[src/spcfg_defines.svh]
// register offsets, field positions, reset values and timing counts for the serial config block
`ifndef SPCFG_DEFINES_SVH
`define SPCFG_DEFINES_SVH

// word-aligned byte offsets on the register bus
`define SPCFG_OFF_CTRL1   4'h0
`define SPCFG_OFF_CTRL2   4'h4
`define SPCFG_OFF_BAUD    4'h8
`define SPCFG_OFF_STATUS  4'hc

// control one field positions
`define SPCFG_C1_SELECT_OUTPUT_ENABLE     1
`define SPCFG_C1_MASTER_SELECT     4
`define SPCFG_C1_UEN      6
// control two field positions
`define SPCFG_C2_MIE      7
`define SPCFG_C2_WIDTH    6
`define SPCFG_C2_FEN      4
`define SPCFG_C2_BOE      3
`define SPCFG_C2_WSTOP    1
`define SPCFG_C2_SPC      0
`define SPCFG_C2_MASK     8'hdb
// status field positions
`define SPCFG_ST_MATCH    6
`define SPCFG_ST_FAULT    4
`define SPCFG_ST_IDLE     0

// reset values
`define SPCFG_C1_RST      8'h00
`define SPCFG_C2_RST      8'h00
`define SPCFG_BR_RST      8'h00

// synchroniser depth on pin inputs
`define SPCFG_SYNC_DEPTH  3

`endif

[src/spcfg_pkg.sv]
// types shared by the serial config block
package spcfg_pkg;

    // pin function of the select pin
    typedef enum logic [1:0] {
        SPCFG_SS_GPIO,
        SPCFG_SS_FAULT_IN,
        SPCFG_SS_AUTO_OUT,
        SPCFG_SS_SLAVE_IN
    } spcfg_ss_fn_t;

    // baud divider state
    typedef enum logic [1:0] {
        SPCFG_BD_IDLE,
        SPCFG_BD_RUN
    } spcfg_bd_st_t;

endpackage : spcfg_pkg

[src/spcfg_baud_if.sv]
// carrier between the register core and the baud generator
`timescale 1ns/1ns
`default_nettype none
interface spcfg_baud_if;
    logic [2:0] prescale_code;     // prescale divisor minus one
    logic [2:0] rate_divider_code; // power-of-two rate code
    logic       run;               // generator running
    logic       sck;               // generated serial clock level
    logic       tick;              // one-cycle pulse on every sck toggle while running
    modport gen  (input prescale_code, input rate_divider_code, input run, output sck, output tick);
    modport core (output prescale_code, output rate_divider_code, output run, input sck, input tick);
endinterface : spcfg_baud_if
`default_nettype wire

[src/spcfg_baud_gen.sv]
// master serial clock generator: prescaler then power-of-two divider
`timescale 1ns/1ns
`default_nettype none
`include "spcfg_defines.svh"
module spcfg_baud_gen (
    input  wire logic     clk,  // bus clock
    input  wire logic     rst_n, // synchronous reset, active low
    spcfg_baud_if.gen     bif   // divider settings and clock out
);
    import spcfg_pkg::*;

    typedef struct packed {
        logic [2:0] pre_cnt;
        logic [7:0] rate_cnt;
        logic       sck;
        logic       tick;
    } spcfg_bg_t;

    spcfg_bg_t s_q;
    spcfg_bg_t s_d;
    logic [7:0] half_lim;

    // half the rate divisor counts prescaler outputs between sck edges
    assign half_lim = 8'(8'h01 << bif.rate_divider_code) - 8'h01;

    // prescale counter wraps at code+1, rate counter at half divisor
    always_comb begin
        s_d      = s_q;
        s_d.tick = 1'b0;
        if (!bif.run) begin
            s_d.pre_cnt  = 3'h0;
            s_d.rate_cnt = 8'h00;
            s_d.sck      = 1'b0;
        end else if (s_q.pre_cnt >= bif.prescale_code) begin
            s_d.pre_cnt = 3'h0;
            if (s_q.rate_cnt >= half_lim) begin
                s_d.rate_cnt = 8'h00;
                s_d.sck      = ~s_q.sck;
                s_d.tick     = 1'b1;
            end else begin
                s_d.rate_cnt = s_q.rate_cnt + 8'h01;
            end
        end else begin
            s_d.pre_cnt = s_q.pre_cnt + 3'h1;
        end
    end

    // state register
    always_ff @(posedge clk) begin
        if (!rst_n) begin
            s_q <= '0;
        end else begin
            s_q <= s_d;
        end
    end

    assign bif.sck  = s_q.sck;
    assign bif.tick = s_q.tick;
endmodule : spcfg_baud_gen
`default_nettype wire

[src/spcfg_sync.sv]
// three-stage pin synchroniser with second/third agreement filter
`timescale 1ns/1ns
`default_nettype none
`include "spcfg_defines.svh"
module spcfg_sync (
    input  wire logic clk,   // bus clock
    input  wire logic rst_n, // synchronous reset, active low
    input  wire logic d,     // asynchronous pin level
    input  wire logic init,  // value held after reset
    output var  logic q      // filtered level
);
    typedef struct packed {
        logic [`SPCFG_SYNC_DEPTH-1:0] sr;
        logic                         q;
    } spcfg_sy_t;

    spcfg_sy_t s_q;
    spcfg_sy_t s_d;

    // shift in; output follows only when stages two and three agree
    always_comb begin
        s_d    = s_q;
        s_d.sr = {s_q.sr[1:0], d};
        if (s_q.sr[1] == s_q.sr[2]) begin
            s_d.q = s_q.sr[2];
        end
    end

    // state register; reset loads the pin's idle level everywhere
    always_ff @(posedge clk) begin
        if (!rst_n) begin
            s_q <= {(`SPCFG_SYNC_DEPTH + 1){init}};
        end else begin
            s_q <= s_d;
        end
    end

    assign q = s_q.q;
endmodule : spcfg_sync
`default_nettype wire

[src/spcfg_top.sv]
// serial peripheral pin configuration, width select and baud generation with register slave
// What this block does
// - master with fault off: select pin released to general I/O regardless of output enable
// - master with fault on: select pin is fault input or automatic select output
// - slave: select pin always the select input; fault and output enable ignored
// - match flag with match interrupt enable raises the interrupt; otherwise none
// - width bit picks 8 or 16 bits for shifter, match and buffers
// - master width change aborts transfer, goes idle and clears all status
// - single wire: output enable 0 makes shared pin input, 1 drives it
// - single wire: master uses master-out pin, slave uses slave-out pin
// - pin control 0 uses separate pins, 1 uses single bidirectional wire
// - wait-stop bit 1 halts unit clocks in wait mode, 0 keeps them running
// - prescaler divides bus clock by code plus one, one to eight
// - rate divider divides by two to the code plus one, two to 256
// - baud register readable and writable at all times
// - unit disabled: all four serial pins return to general port I/O
`timescale 1ns/1ns
`default_nettype none
`include "spcfg_defines.svh"
module spcfg_top (
    input  wire logic        CORE_CLK,        // bus clock, 50 MHz
    input  wire logic        RST_N,           // synchronous reset, active low
    input  wire logic [3:0]  AVS_ADDRESS,     // byte address
    input  wire logic        AVS_READ,        // read strobe
    input  wire logic        AVS_WRITE,       // write strobe
    input  wire logic [31:0] AVS_WRITEDATA,   // write data
    input  wire logic [3:0]  AVS_BYTEENABLE,  // byte lanes
    output var  logic [31:0] AVS_READDATA,    // read data
    output var  logic        AVS_WAITREQUEST, // stall until answer
    output var  logic        IRQ,             // level interrupt
    input  wire logic        WAIT_MODE,       // processor in wait mode
    input  wire logic        RX_MATCH_EVENT,  // receive buffer matched match value
    output var  logic        WIDTH_16,        // 1: 16-bit shifter, match, buffers
    output var  logic        ABORT,           // pulse: abort transfer, force idle
    output var  logic        UNIT_CLK_RUN,    // unit clocks allowed to run
    output var  logic        SPI_ACTIVE,      // 0: all four pins are port I/O
    input  wire logic        SCK_I,           // serial clock pin in
    output var  logic        SCK_O,           // serial clock pin out
    output var  logic        SCK_OE_N,        // serial clock drive, low drives
    input  wire logic        MOSI_I,          // master-out pin in
    input  wire logic        MOSI_TX,         // data to shift out on master-out
    output var  logic        MOSI_O,          // master-out pin out
    output var  logic        MOSI_OE_N,       // master-out drive, low drives
    output var  logic        MOSI_GPIO,       // master-out pin returned to port
    input  wire logic        MISO_I,          // slave-out pin in
    input  wire logic        MISO_TX,         // data to shift out on slave-out
    output var  logic        MISO_O,          // slave-out pin out
    output var  logic        MISO_OE_N,       // slave-out drive, low drives
    output var  logic        MISO_GPIO,       // slave-out pin returned to port
    output var  logic        RX_DATA,         // received serial bit, synchronised
    input  wire logic        SS_I,            // select pin in
    input  wire logic        SS_ASSERT,       // transfer active, for automatic select
    output var  logic        SS_O,            // select pin out
    output var  logic        SS_OE_N,         // select drive, low drives
    output var  logic        SS_GPIO,         // select pin returned to port
    output var  logic        SLAVE_SELECTED   // slave selected by external master
);
    import spcfg_pkg::*;

    typedef struct packed {
        logic [7:0]   ctrl1;
        logic [7:0]   ctrl2;
        logic [7:0]   baud;
        logic         match_flag;
        logic         fault_flag;
        logic         rd_seen_match;
        logic         rd_seen_fault;
        logic         ack;
        logic [31:0]  rdata;
        logic         irq;
        logic         abort;
        logic         clk_run;
        logic         active;
        spcfg_ss_fn_t ss_fn;
        logic         sck_o;
        logic         sck_oe_n;
        logic         mosi_o;
        logic         mosi_oe_n;
        logic         mosi_gpio;
        logic         miso_o;
        logic         miso_oe_n;
        logic         miso_gpio;
        logic         rx;
        logic         ss_o;
        logic         ss_oe_n;
        logic         ss_gpio;
        logic         selected;
    } spcfg_st_t;

    spcfg_st_t s_q;
    spcfg_st_t s_d;
    spcfg_baud_if bif ();
    logic ss_s;
    logic sck_s;
    logic mosi_s;
    logic miso_s;

    // pin inputs through synchronisers
    spcfg_sync u_ss   (.clk(CORE_CLK), .rst_n(RST_N), .d(SS_I),   .init(1'b1), .q(ss_s));
    spcfg_sync u_sck  (.clk(CORE_CLK), .rst_n(RST_N), .d(SCK_I),  .init(1'b1), .q(sck_s));
    spcfg_sync u_mosi (.clk(CORE_CLK), .rst_n(RST_N), .d(MOSI_I), .init(1'b1), .q(mosi_s));
    spcfg_sync u_miso (.clk(CORE_CLK), .rst_n(RST_N), .d(MISO_I), .init(1'b1), .q(miso_s));

    // baud generator runs only in enabled master mode with clocks live
    spcfg_baud_gen u_baud (.clk(CORE_CLK), .rst_n(RST_N), .bif(bif.gen));
    assign bif.prescale_code     = s_q.baud[6:4];
    assign bif.rate_divider_code = s_q.baud[2:0];
    assign bif.run               = s_q.active & s_q.clk_run & s_q.ctrl1[`SPCFG_C1_MASTER_SELECT];

    // register access, flags, pin functions
    always_comb begin
        logic       master;
        logic       fen;
        logic       select_output_enable;
        logic       spc;
        logic       boe;
        logic       wr;
        logic       rd;
        logic [7:0] wbyte;
        logic       match_clr;
        logic       fault_clr;
        logic       fault_ev;
        master    = s_q.ctrl1[`SPCFG_C1_MASTER_SELECT];
        fen       = s_q.ctrl2[`SPCFG_C2_FEN];
        select_output_enable      = s_q.ctrl1[`SPCFG_C1_SELECT_OUTPUT_ENABLE];
        spc       = s_q.ctrl2[`SPCFG_C2_SPC];
        boe       = s_q.ctrl2[`SPCFG_C2_BOE];
        wr        = AVS_WRITE & ~s_q.ack & AVS_BYTEENABLE[0];
        rd        = AVS_READ & ~s_q.ack;
        wbyte     = AVS_WRITEDATA[7:0];
        match_clr = 1'b0;
        fault_clr = 1'b0;
        fault_ev  = 1'b0;
        s_d       = s_q;
        s_d.abort = 1'b0;
        // one wait state: answer on the cycle after the request is seen
        s_d.ack   = (AVS_READ | AVS_WRITE) & ~s_q.ack;
        if (rd) begin
            case (AVS_ADDRESS)
                `SPCFG_OFF_CTRL1:  s_d.rdata = {24'h000000, s_q.ctrl1};
                `SPCFG_OFF_CTRL2:  s_d.rdata = {24'h000000, s_q.ctrl2};
                `SPCFG_OFF_BAUD:   s_d.rdata = {24'h000000, s_q.baud};
                `SPCFG_OFF_STATUS: begin
                    s_d.rdata = {24'h000000, 1'b0, s_q.match_flag, 1'b0, s_q.fault_flag,
                                 3'h0, ~bif.run};
                    s_d.rd_seen_match = s_q.match_flag;
                    s_d.rd_seen_fault = s_q.fault_flag;
                end
                default: s_d.rdata = 32'h00000000;
            endcase
        end
        if (wr) begin
            case (AVS_ADDRESS)
                `SPCFG_OFF_CTRL1: begin
                    s_d.ctrl1 = wbyte;
                    fault_clr = s_q.rd_seen_fault;
                end
                `SPCFG_OFF_CTRL2: begin
                    s_d.ctrl2 = wbyte & `SPCFG_C2_MASK;
                    if (master && (wbyte[`SPCFG_C2_WIDTH] != s_q.ctrl2[`SPCFG_C2_WIDTH])) begin
                        s_d.abort = 1'b1;
                    end
                end
                `SPCFG_OFF_BAUD:   s_d.baud = wbyte & 8'h77;
                `SPCFG_OFF_STATUS: match_clr = s_q.rd_seen_match & wbyte[`SPCFG_ST_MATCH];
                default: ;
            endcase
        end
        // pin function of the select pin
        if (!master) begin
            s_d.ss_fn = SPCFG_SS_SLAVE_IN;
        end else if (!fen) begin
            s_d.ss_fn = SPCFG_SS_GPIO;
        end else if (!select_output_enable) begin
            s_d.ss_fn = SPCFG_SS_FAULT_IN;
        end else begin
            s_d.ss_fn = SPCFG_SS_AUTO_OUT;
        end
        fault_ev = s_q.active & (s_q.ss_fn == SPCFG_SS_FAULT_IN) & ~ss_s;
        // sticky flags: set beats clear; disable or abort clears all
        if (!s_q.active || s_q.abort) begin
            s_d.match_flag = 1'b0;
            s_d.fault_flag = 1'b0;
        end else begin
            s_d.match_flag = RX_MATCH_EVENT | (s_q.match_flag & ~match_clr);
            s_d.fault_flag = fault_ev | (s_q.fault_flag & ~fault_clr);
        end
        if (match_clr) begin
            s_d.rd_seen_match = 1'b0;
        end
        if (fault_clr) begin
            s_d.rd_seen_fault = 1'b0;
        end
        s_d.irq     = s_q.ctrl2[`SPCFG_C2_MIE] & s_q.match_flag;
        s_d.active  = s_q.ctrl1[`SPCFG_C1_UEN];
        s_d.clk_run = ~(WAIT_MODE & s_q.ctrl2[`SPCFG_C2_WSTOP]);
        // defaults: every pin released to the port
        s_d.sck_o     = 1'b0;
        s_d.sck_oe_n  = 1'b1;
        s_d.mosi_o    = 1'b0;
        s_d.mosi_oe_n = 1'b1;
        s_d.mosi_gpio = 1'b1;
        s_d.miso_o    = 1'b0;
        s_d.miso_oe_n = 1'b1;
        s_d.miso_gpio = 1'b1;
        s_d.ss_o      = 1'b1;
        s_d.ss_oe_n   = 1'b1;
        s_d.ss_gpio   = 1'b1;
        s_d.selected  = 1'b0;
        s_d.rx        = s_q.rx;
        if (s_q.active) begin
            s_d.mosi_gpio = 1'b0;
            s_d.miso_gpio = 1'b0;
            s_d.ss_gpio   = (s_q.ss_fn == SPCFG_SS_GPIO);
            if (master) begin
                s_d.sck_o    = bif.sck;
                s_d.sck_oe_n = 1'b0;
                if (!spc) begin
                    s_d.mosi_o    = MOSI_TX;
                    s_d.mosi_oe_n = 1'b0;
                    s_d.rx        = miso_s;
                end else begin
                    s_d.miso_gpio = 1'b1;
                    s_d.mosi_o    = MOSI_TX;
                    s_d.mosi_oe_n = ~boe;
                    s_d.rx        = mosi_s;
                end
                if (s_q.ss_fn == SPCFG_SS_AUTO_OUT) begin
                    s_d.ss_o    = ~SS_ASSERT;
                    s_d.ss_oe_n = 1'b0;
                end
            end else begin
                s_d.selected = ~ss_s;
                if (!spc) begin
                    s_d.miso_o    = MISO_TX;
                    s_d.miso_oe_n = ~s_d.selected;
                    s_d.rx        = mosi_s;
                end else begin
                    s_d.mosi_gpio = 1'b1;
                    s_d.miso_o    = MISO_TX;
                    s_d.miso_oe_n = ~(boe & s_d.selected);
                    s_d.rx        = miso_s;
                end
            end
        end
    end

    // state register
    always_ff @(posedge CORE_CLK) begin
        if (!RST_N) begin
            s_q          <= '0;
            s_q.ctrl1    <= `SPCFG_C1_RST;
            s_q.ctrl2    <= `SPCFG_C2_RST;
            s_q.baud     <= `SPCFG_BR_RST;
            s_q.clk_run  <= 1'b1;
            s_q.ss_fn    <= SPCFG_SS_SLAVE_IN;
            s_q.sck_oe_n <= 1'b1;
            s_q.mosi_oe_n <= 1'b1;
            s_q.miso_oe_n <= 1'b1;
            s_q.ss_oe_n  <= 1'b1;
            s_q.ss_o     <= 1'b1;
            s_q.mosi_gpio <= 1'b1;
            s_q.miso_gpio <= 1'b1;
            s_q.ss_gpio  <= 1'b1;
        end else begin
            s_q <= s_d;
        end
    end

    // outputs straight from flip-flops
    assign AVS_READDATA    = s_q.rdata;
    assign AVS_WAITREQUEST = ~s_q.ack;
    assign IRQ             = s_q.irq;
    assign WIDTH_16        = s_q.ctrl2[`SPCFG_C2_WIDTH];
    assign ABORT           = s_q.abort;
    assign UNIT_CLK_RUN    = s_q.clk_run;
    assign SPI_ACTIVE      = s_q.active;
    assign SCK_O           = s_q.sck_o;
    assign SCK_OE_N        = s_q.sck_oe_n;
    assign MOSI_O          = s_q.mosi_o;
    assign MOSI_OE_N       = s_q.mosi_oe_n;
    assign MOSI_GPIO       = s_q.mosi_gpio;
    assign MISO_O          = s_q.miso_o;
    assign MISO_OE_N       = s_q.miso_oe_n;
    assign MISO_GPIO       = s_q.miso_gpio;
    assign RX_DATA         = s_q.rx;
    assign SS_O            = s_q.ss_o;
    assign SS_OE_N         = s_q.ss_oe_n;
    assign SS_GPIO         = s_q.ss_gpio;
    assign SLAVE_SELECTED  = s_q.selected;
endmodule : spcfg_top
`default_nettype wire

[config.mk]
export PLATFORM = sky130hd
export DESIGN_NAME = spcfg_top
export DESIGN_NICKNAME = d
export VERILOG_FILES = /design/src/spcfg_pkg.sv /design/src/spcfg_baud_if.sv /design/src/spcfg_baud_gen.sv /design/src/spcfg_sync.sv /design/src/spcfg_top.sv
export VERILOG_INCLUDE_DIRS = /design/src
export SDC_FILE = /design/constraint.sdc
export NUM_CORES = 1
export LEC_CHECK = 0
export BUFFER_PORTS_ARGS = -buffer_cell sky130_fd_sc_hd__buf_2
export CAP_MARGIN = 25
export CORE_MARGIN = 1
export CORE_UTILIZATION = 36
export CTS_CLUSTER_SIZE = 16
export DETAILED_ROUTE_END_ITERATION = 16
export HOLD_SLACK_MARGIN = 0.15
export PLACE_DENSITY = 0.58
export SLEW_MARGIN = 15
export SYNTH_ARGS = -nofsm -noshare
export SYNTH_HDL_FRONTEND = slang
export SYNTH_SLANG_ARGS = --single-unit
[constraint.sdc]
create_clock -name CORE_CLK -period 4.7 [get_ports CORE_CLK]
set_clock_uncertainty 0.1 [all_clocks]
set_input_delay 1.175 -clock CORE_CLK [delete_from_list [all_inputs] [get_ports CORE_CLK]]
set_output_delay 1.175 -clock CORE_CLK [all_outputs]
set_load 0.01 [all_outputs]
==> run_results.csv, run 1 <==
group,metric,value,unit
outcome,status,"complete, no violations",
setup_path,crit_family,"compound AO/OA/AOI/OAI gates",
cts,hold_buffers,0,
synth,netlist_instances,366,
pwr,leakagePower,1.592,nW
setup_path,endpoint,"u_baud.s_q[5]",
global_route,overflow,0,
setup_path,cp.required,4860,ps
pwr,ir_drop,0.0001336,V
sta,worst_hold_slack,315.5,ps
synth,synth_area,3507,um^2
synth,async_flop_share,0,
global_route,grt_pass1_vias,2288,
route,drtPass1Iterations,4,
setup_path,cp_data_arrival_time,3070,ps
die,die_x,100.7,um
synth,ys_warn_count,0,
setup_path,worstRegToRegCells,9,
die,fp.dieH,100.7,um
route,totalWireLength,6725,um
die,core-area,9328,um^2
cts,numClockSinks,76,
setup_path,path_buf_inv,0,
cts,htreeDepth,3,
setup_path,worstPathMaxFanout,8,
global_route,antenna_found_initial,0,
place,place_congestion,0.8062,
place,place_hpwl,4837,um
sta,finalCritPeriodShare,0.6207,
route,vias,2490,
setup_path,cpMostUsedCell,"ha_1",
route,via_per_inst,4.637,
cts,numCtsBuffers,9,
layout,regArea,1521,um^2
cts,post_cts_resized,0,
global_route,grt_usage,0.1424,
sta,hold_viol_final,0,
synth,synth.avg_cell_area,9.582,um^2
cts,cts_tree,"built",
global_route,grt_max_degree,54,
cts,insertion_delay,360,ps
flow_run,drv_cap,0,
setup_path,critical_path_class,"reg -> reg",
layout,multiInputGateArea,1713,um^2
layout,synthToLayoutAreaGrowth,10.85,%
setup_path,start_kind,"flop",
hold_path,min_path_type,"reg -> reg",
die,start_util,0.3760,
cts,clockBufferDepth,2,
setup_path,path_cells,"or3_1, ha_1, xnor2_1, ha_1, a31oi_1, nor2b_1, o21ai_1, nand3_1, o311ai_1",
layout,antenna_cells,0,
setup_path,max_stage_delay,430,ps
cts,cts_setup_buffers,0,
sta,relSlewSlack,0.6521,
sta,rsz0062_at_grt,"false",
die,pin_count,104,
setup_path,rrSetupSlack,1780,ps
layout,nets,470,
layout,n_fill_cell,935,
place,numPortBuffers,51,
global_route,grt_pass1_wl,11050,um
route,drt_iter0_drc,86,
synth,ys.flop_type,"dfxtp_1",
synth,synthDistinctLibCells,43,
sta,finalSetupTns,0,ps
layout,drive_above_1_share,0.1936,
setup_path,cp_slowest_cell,"or3_1",
sta,tightestPinTransition,520.7,ps
setup_path,r2r_end,"u_baud.s_q[5]",
sta,final_max_slew_viol_count,0,
synth,synth_edf_count,0,
route,routedWlPerCell,12.52,um
die,design.die.area,10140,um^2
sta,finalSetupViolCount,0,
setup_path,critical_path.endpoint_type,"flop",
sta,min_period,2917,ps
setup_path,r2r-start,"bif.rate_divider_code[0]",
route,drtAntennaViolNets,0,
die,fp-row-count,35,
cts,cts.clk_slew.worst_paths,90,ps
cts,cts_root_buf,"clkbuf_8",
setup_path,worst-path-stages,9,
synth,ys_ff_latch,76,
route,drcViolationCount,0,
pwr,powerDensity,303.9,nW/um^2
sta,max_freq,342.8,MHz
synth,ys_seq_area_frac,0.4338,
setup_path,cp-startpoint,"bif.rate_divider_code[0]",
-- per-stage QoR --
stage | std cells | util | cell area (um^2) | worst slack [ps] | power [mW]
global placement | 521 | 0.3975 | 3707 | 1534 | 0.7280
detailed placement | 521 | 0.3975 | 3707 | 1534 | 0.7293
CTS | 537 | 0.4168 | 3887 | 1801 | 1.196
finish | 537 | 0.4168 | 3887 | 1783 | 1.181
floorplan | 389 | - | 3593 | 2046 | 0.7242
global route | 537 | 0.4168 | 3887 | 1589 | 1.239
-- power by group --
group          switching, mW  internal, mW
combinational         0.0377        0.0249
clock                  0.267         0.200
sequential           0.00296         0.648
-- cell usage in the layout, fill, tap and decap left out, types with 3 or more instances in the layout --
master     n
a21o_1     3
nor2b_1   30
ha_1      14
clkbuf_8   9
xor2_1     5
conb_1    25
inv_1     11
and2_1     4
a22oi_1    4
nand3_1    7
nor3_1     8
o211a_1    3
inv_6      5
mux4_2     3
or3_1      4
and3_1     7
a21oi_1   19
nand2b_1  13
nor2_1    12
nand3b_1   3
o21ai_0    8
buf_2     51
xnor2_1    3
dfxtp_1   76
nand4_1    6
o211ai_1   3
nand2_1   19
mux2i_1   28
-- how the worst min path moves through the flow --
stage / from / end / slack, ps / depth (start not counted)
2_1_floorplan: s_q[65] / UNIT_CLK_RUN / 280 / 1
3_3_place_gp: u_mosi.s_d[2] / u_mosi.s_d[3] / 290 / 1
3_5_place_dp: u_mosi.s_d[2] / u_mosi.s_d[3] / 300 / 1
4_1_cts: u_ss.s_d[2] / u_ss.s_d[3] / 320 / 1
5_1_grt: u_ss.s_d[2] / u_ss.s_d[3] / 330 / 1
6_report: u_ss.s_d[2] / u_ss.s_d[3] / 320 / 1
-- final cells by class --
class                      count  share of cell area
inverter                      11             0.01062
timing repair buffer          53             0.06952
clock buffer                   9             0.03186
sequential                    76              0.3914
tap                          129             0.04152
clock inverter                 7             0.01448
multi-input combinational    252              0.4406
-- synthesized netlist by cell type (8+ instances only) --
| cell | n | area, um^2 |
|---|---|---|
| clkbuf_1 | 11 | 41.29 |
| dfxtp_1 | 76 | 1521 |
| ha_1 | 14 | 175.2 |
| buf_4 | 33 | 247.7 |
| nor3_1 | 8 | 40.04 |
| nor2b_1 | 30 | 187.7 |
| nand2_1 | 19 | 71.32 |
| o21ai_0 | 8 | 40.04 |
| nor2_1 | 12 | 45.04 |
| nand2b_1 | 13 | 81.33 |
| a21oi_1 | 19 | 95.09 |
| mux2i_1 | 28 | 280.3 |
| inv_1 | 11 | 41.29 |
-- state kept, by name (all words and copies together), names as in the netlist, 2 cells and up --
register,cells
s_q,19
u_baud.s_q,11
AVS_READDATA,8
bif.prescale_code,3
bif.rate_divider_code,3
u_miso.s_d,2
u_mosi.s_d,2
u_ss.s_d,2
-- logic make-up after synthesis --
| group | Yosys count | synth area share |
|---|---|---|
| AO/OA/AOI/OAI | 46 | 0.08027 |
| XOR/XNOR | 8 | 0.01998 |
| adder cells (fa/ha/maj) | 14 | 0.04995 |
| buffers and inverters | 61 | 0.1024 |
| flip-flops | 76 | 0.4338 |
| multiplexers | 32 | 0.1024 |
| other | 2 | 0.002141 |
| AND/OR/NAND/NOR | 127 | 0.2091 |
-- layer usage --
| metal | part of all wire | GRT usage |
|---|---|---|
| met1 | 0.48 | 0.1824 |
| met2 | 0.46 | 0.2250 |
| met3 | 0.048 | 0.04785 |
| met4 | 0.0080 | 0.04682 |
| met5 | 0 | 0 |
(Power assumes the default switching activity.)
==> inputs of run 2 (changes only) <==
PLACE_DENSITY = 0.6   (was 0.58)
clock period = 2.5 ns   (was 4.7 ns; I/O delays follow)
==> run 2 against run 1 <==
Against the previous run:
- sequential power is 87% higher
- utilization rose by 2.8 points
- first-iteration DRC count up 5.8%
- combinational power increased by 110%
- routed wire length is 4.6% higher
- global-route usage increased by 0.40 points
- non-clock buffer count grew 15
- critical path depth up 2
- count of clock-buffer cells in the layout grew 1
- hold slack worse by 5.6 ps
- power rose by 97%
- largest cell class unchanged
==> run_results.csv, run 2 (synthesized netlist as in run 1, its figures left out) <==
group,metric,value,unit
die,fp.dieH,100.7,um
place,place_congestion,0.7772,
setup_path,start_kind,"flop",
route,routedWlPerCell,12.75,um
sta,rsz0062_at_grt,"true",
cts,cts_tree,"built",
sta,hold_viol_final,0,
sta,finalSetupViolCount,0,
global_route,grt_max_degree,46,
place,post_dp_cell_area,3844,um^2
route,vias,2557,
route,drtPass1Iterations,4,
layout,top_register,"s_q",
die,start_util,0.3760,
route,drtAntennaViolNets,0,
layout,n_fill_cell,915,
setup_path,worstPathMaxFanout,6,
layout,final_core_util,0.4452,
cts,numClockSinks,76,
setup_path,cp.required,2660,ps
global_route,grt_usage,0.1464,
hold_path,min_path_type,"reg -> reg",
sta,final_max_slew_viol_count,0,
sta,relSlewSlack,0.5903,
sta,tightestPinTransition,610.5,ps
layout,nets,485,
place,numPortBuffers,51,
global_route,grt_pass1_wl,11250,um
cts,cts_root_buf,"clkbuf_8",
sta,finalSetupTns,0,ps
layout,final_common_cell,"dfxtp_1",
cts,insertion_delay,350,ps
route,drt_iter0_drc,91,
layout,final_cell_mix,"dfxtp_1 (74), buf_2 (51), nor2b_1 (30)",
global_route,grt_pass1_vias,2339,
flow_run,drv_cap,0,
cts,cts.clk_slew.worst_paths,80,ps
die,die_x,100.7,um
layout,drive_above_1_share,0.2671,
sta,max_freq,411.7,MHz
sta,min_period,2429,ps
setup_path,critical_path_class,"reg -> reg",
sta,finalCritPeriodShare,0.9715,
layout,synthToLayoutAreaGrowth,18.41,%
place,place_hpwl,5080,um
cts,htreeDepth,3,
die,design.die.area,10140,um^2
pwr,powerDensity,559.3,nW/um^2
layout,largest_reg_flops,19,
place,dp_cells,534,
die,core-area,9328,um^2
cts,clockBufferDepth,2,
cts,hold_buffers,0,
outcome,status,"complete, no violations",
setup_path,cp_data_arrival_time,2590,ps
pwr,ir_drop,0.0002946,V
route,via_per_inst,4.632,
layout,finalInstanceArea,4153,um^2
cts,numCtsBuffers,9,
layout,antenna_cells,0,
global_route,overflow,0,
pwr,leakagePower,1.696,nW
layout,final_cells,552,
die,pin_count,104,
pwr,power.total,2.322,mW
setup_path,critical_path.endpoint_type,"flop",
route,drcViolationCount,0,
global_route,antenna_found_initial,0,
route,totalWireLength,7036,um
die,fp-row-count,35,
==> run 2: changes by cell type in the layout (fill, tap and decap cells not counted), moves of 3 or more <==
cell	change
buf_4	+14
inv_6	-4
a21oi_1	-3
a21oi_2	+3
o21ai_0	-3
==> run 2: critical path, cell delays in order, from the launching register on <==
cell and delay, ps:
dfxtp_1 320, or3_4 400, ha_4 210, xor2_1 140, nor2_1 110, a21oi_2 50, ha_1 280, nand2_2 80
o21ai_2 60, nor2_2 160, nand3_4 130, o311ai_2 300
==> run 2: path summary, 6_finish.rpt <==
check / startpoint / slack, ps / to / cells past startpoint
setup / recovery: bif.rate_divider_code[2] / 70 / u_baud.s_q[5] / 11
hold / removal: u_ss.s_d[2] / 310 / u_ss.s_d[3] / 1
setup reg to reg: bif.rate_divider_code[2] / 70 / u_baud.s_q[5] / 11
hold reg to reg: u_ss.s_d[2] / 310 / u_ss.s_d[3] / 1
==> run 2: final cells by class <==
class,count,area (um^2),area share
inverters,11,41.29,0.009943
flip-flops and latches,76,1524,0.3670
repair buffers,68,386.6,0.09310
clock inverters,6,71.32,0.01717
well taps,129,161.4,0.03887
multi-input cells,252,1831,0.4408
clock buffers,10,137.6,0.03314
==> run 2: report_power, final <==
group | total, mW | internal [mW] | switching [mW]
sequential | 1.22 | 1.22 | 0.00546
combinational | 0.132 | 0.0558 | 0.0759
clock | 0.966 | 0.495 | 0.471
total | 2.32 | 1.77 | 0.553
==> run 2: repair_timing <==
action / in CTS / in global routing
endpoints found under the setup margin: 3 / 9
gates resized for setup: 2 / 16
pin swaps: 0 / 10
setup buffers: 0 / 2
==> run 2: per-layer routing <==
metal	track usage	wire (um)
met1	0.1778	3320
met2	0.2360	3290
met3	0.04993	299
met4	0.06243	126
met5	0	0
==> run 2: through the flow <==
step / hold WS (ps) / setup WS [ps]
3_5_place_dp: 292.8 / -57.40
6_report: 309.9 / 71.26
2_1_floorplan: 279.8 / -39.85
3_3_place_gp: 288.4 / 57.19
5_1_grt: 322.7 / -64.69
4_1_cts: 309.6 / 0.4088
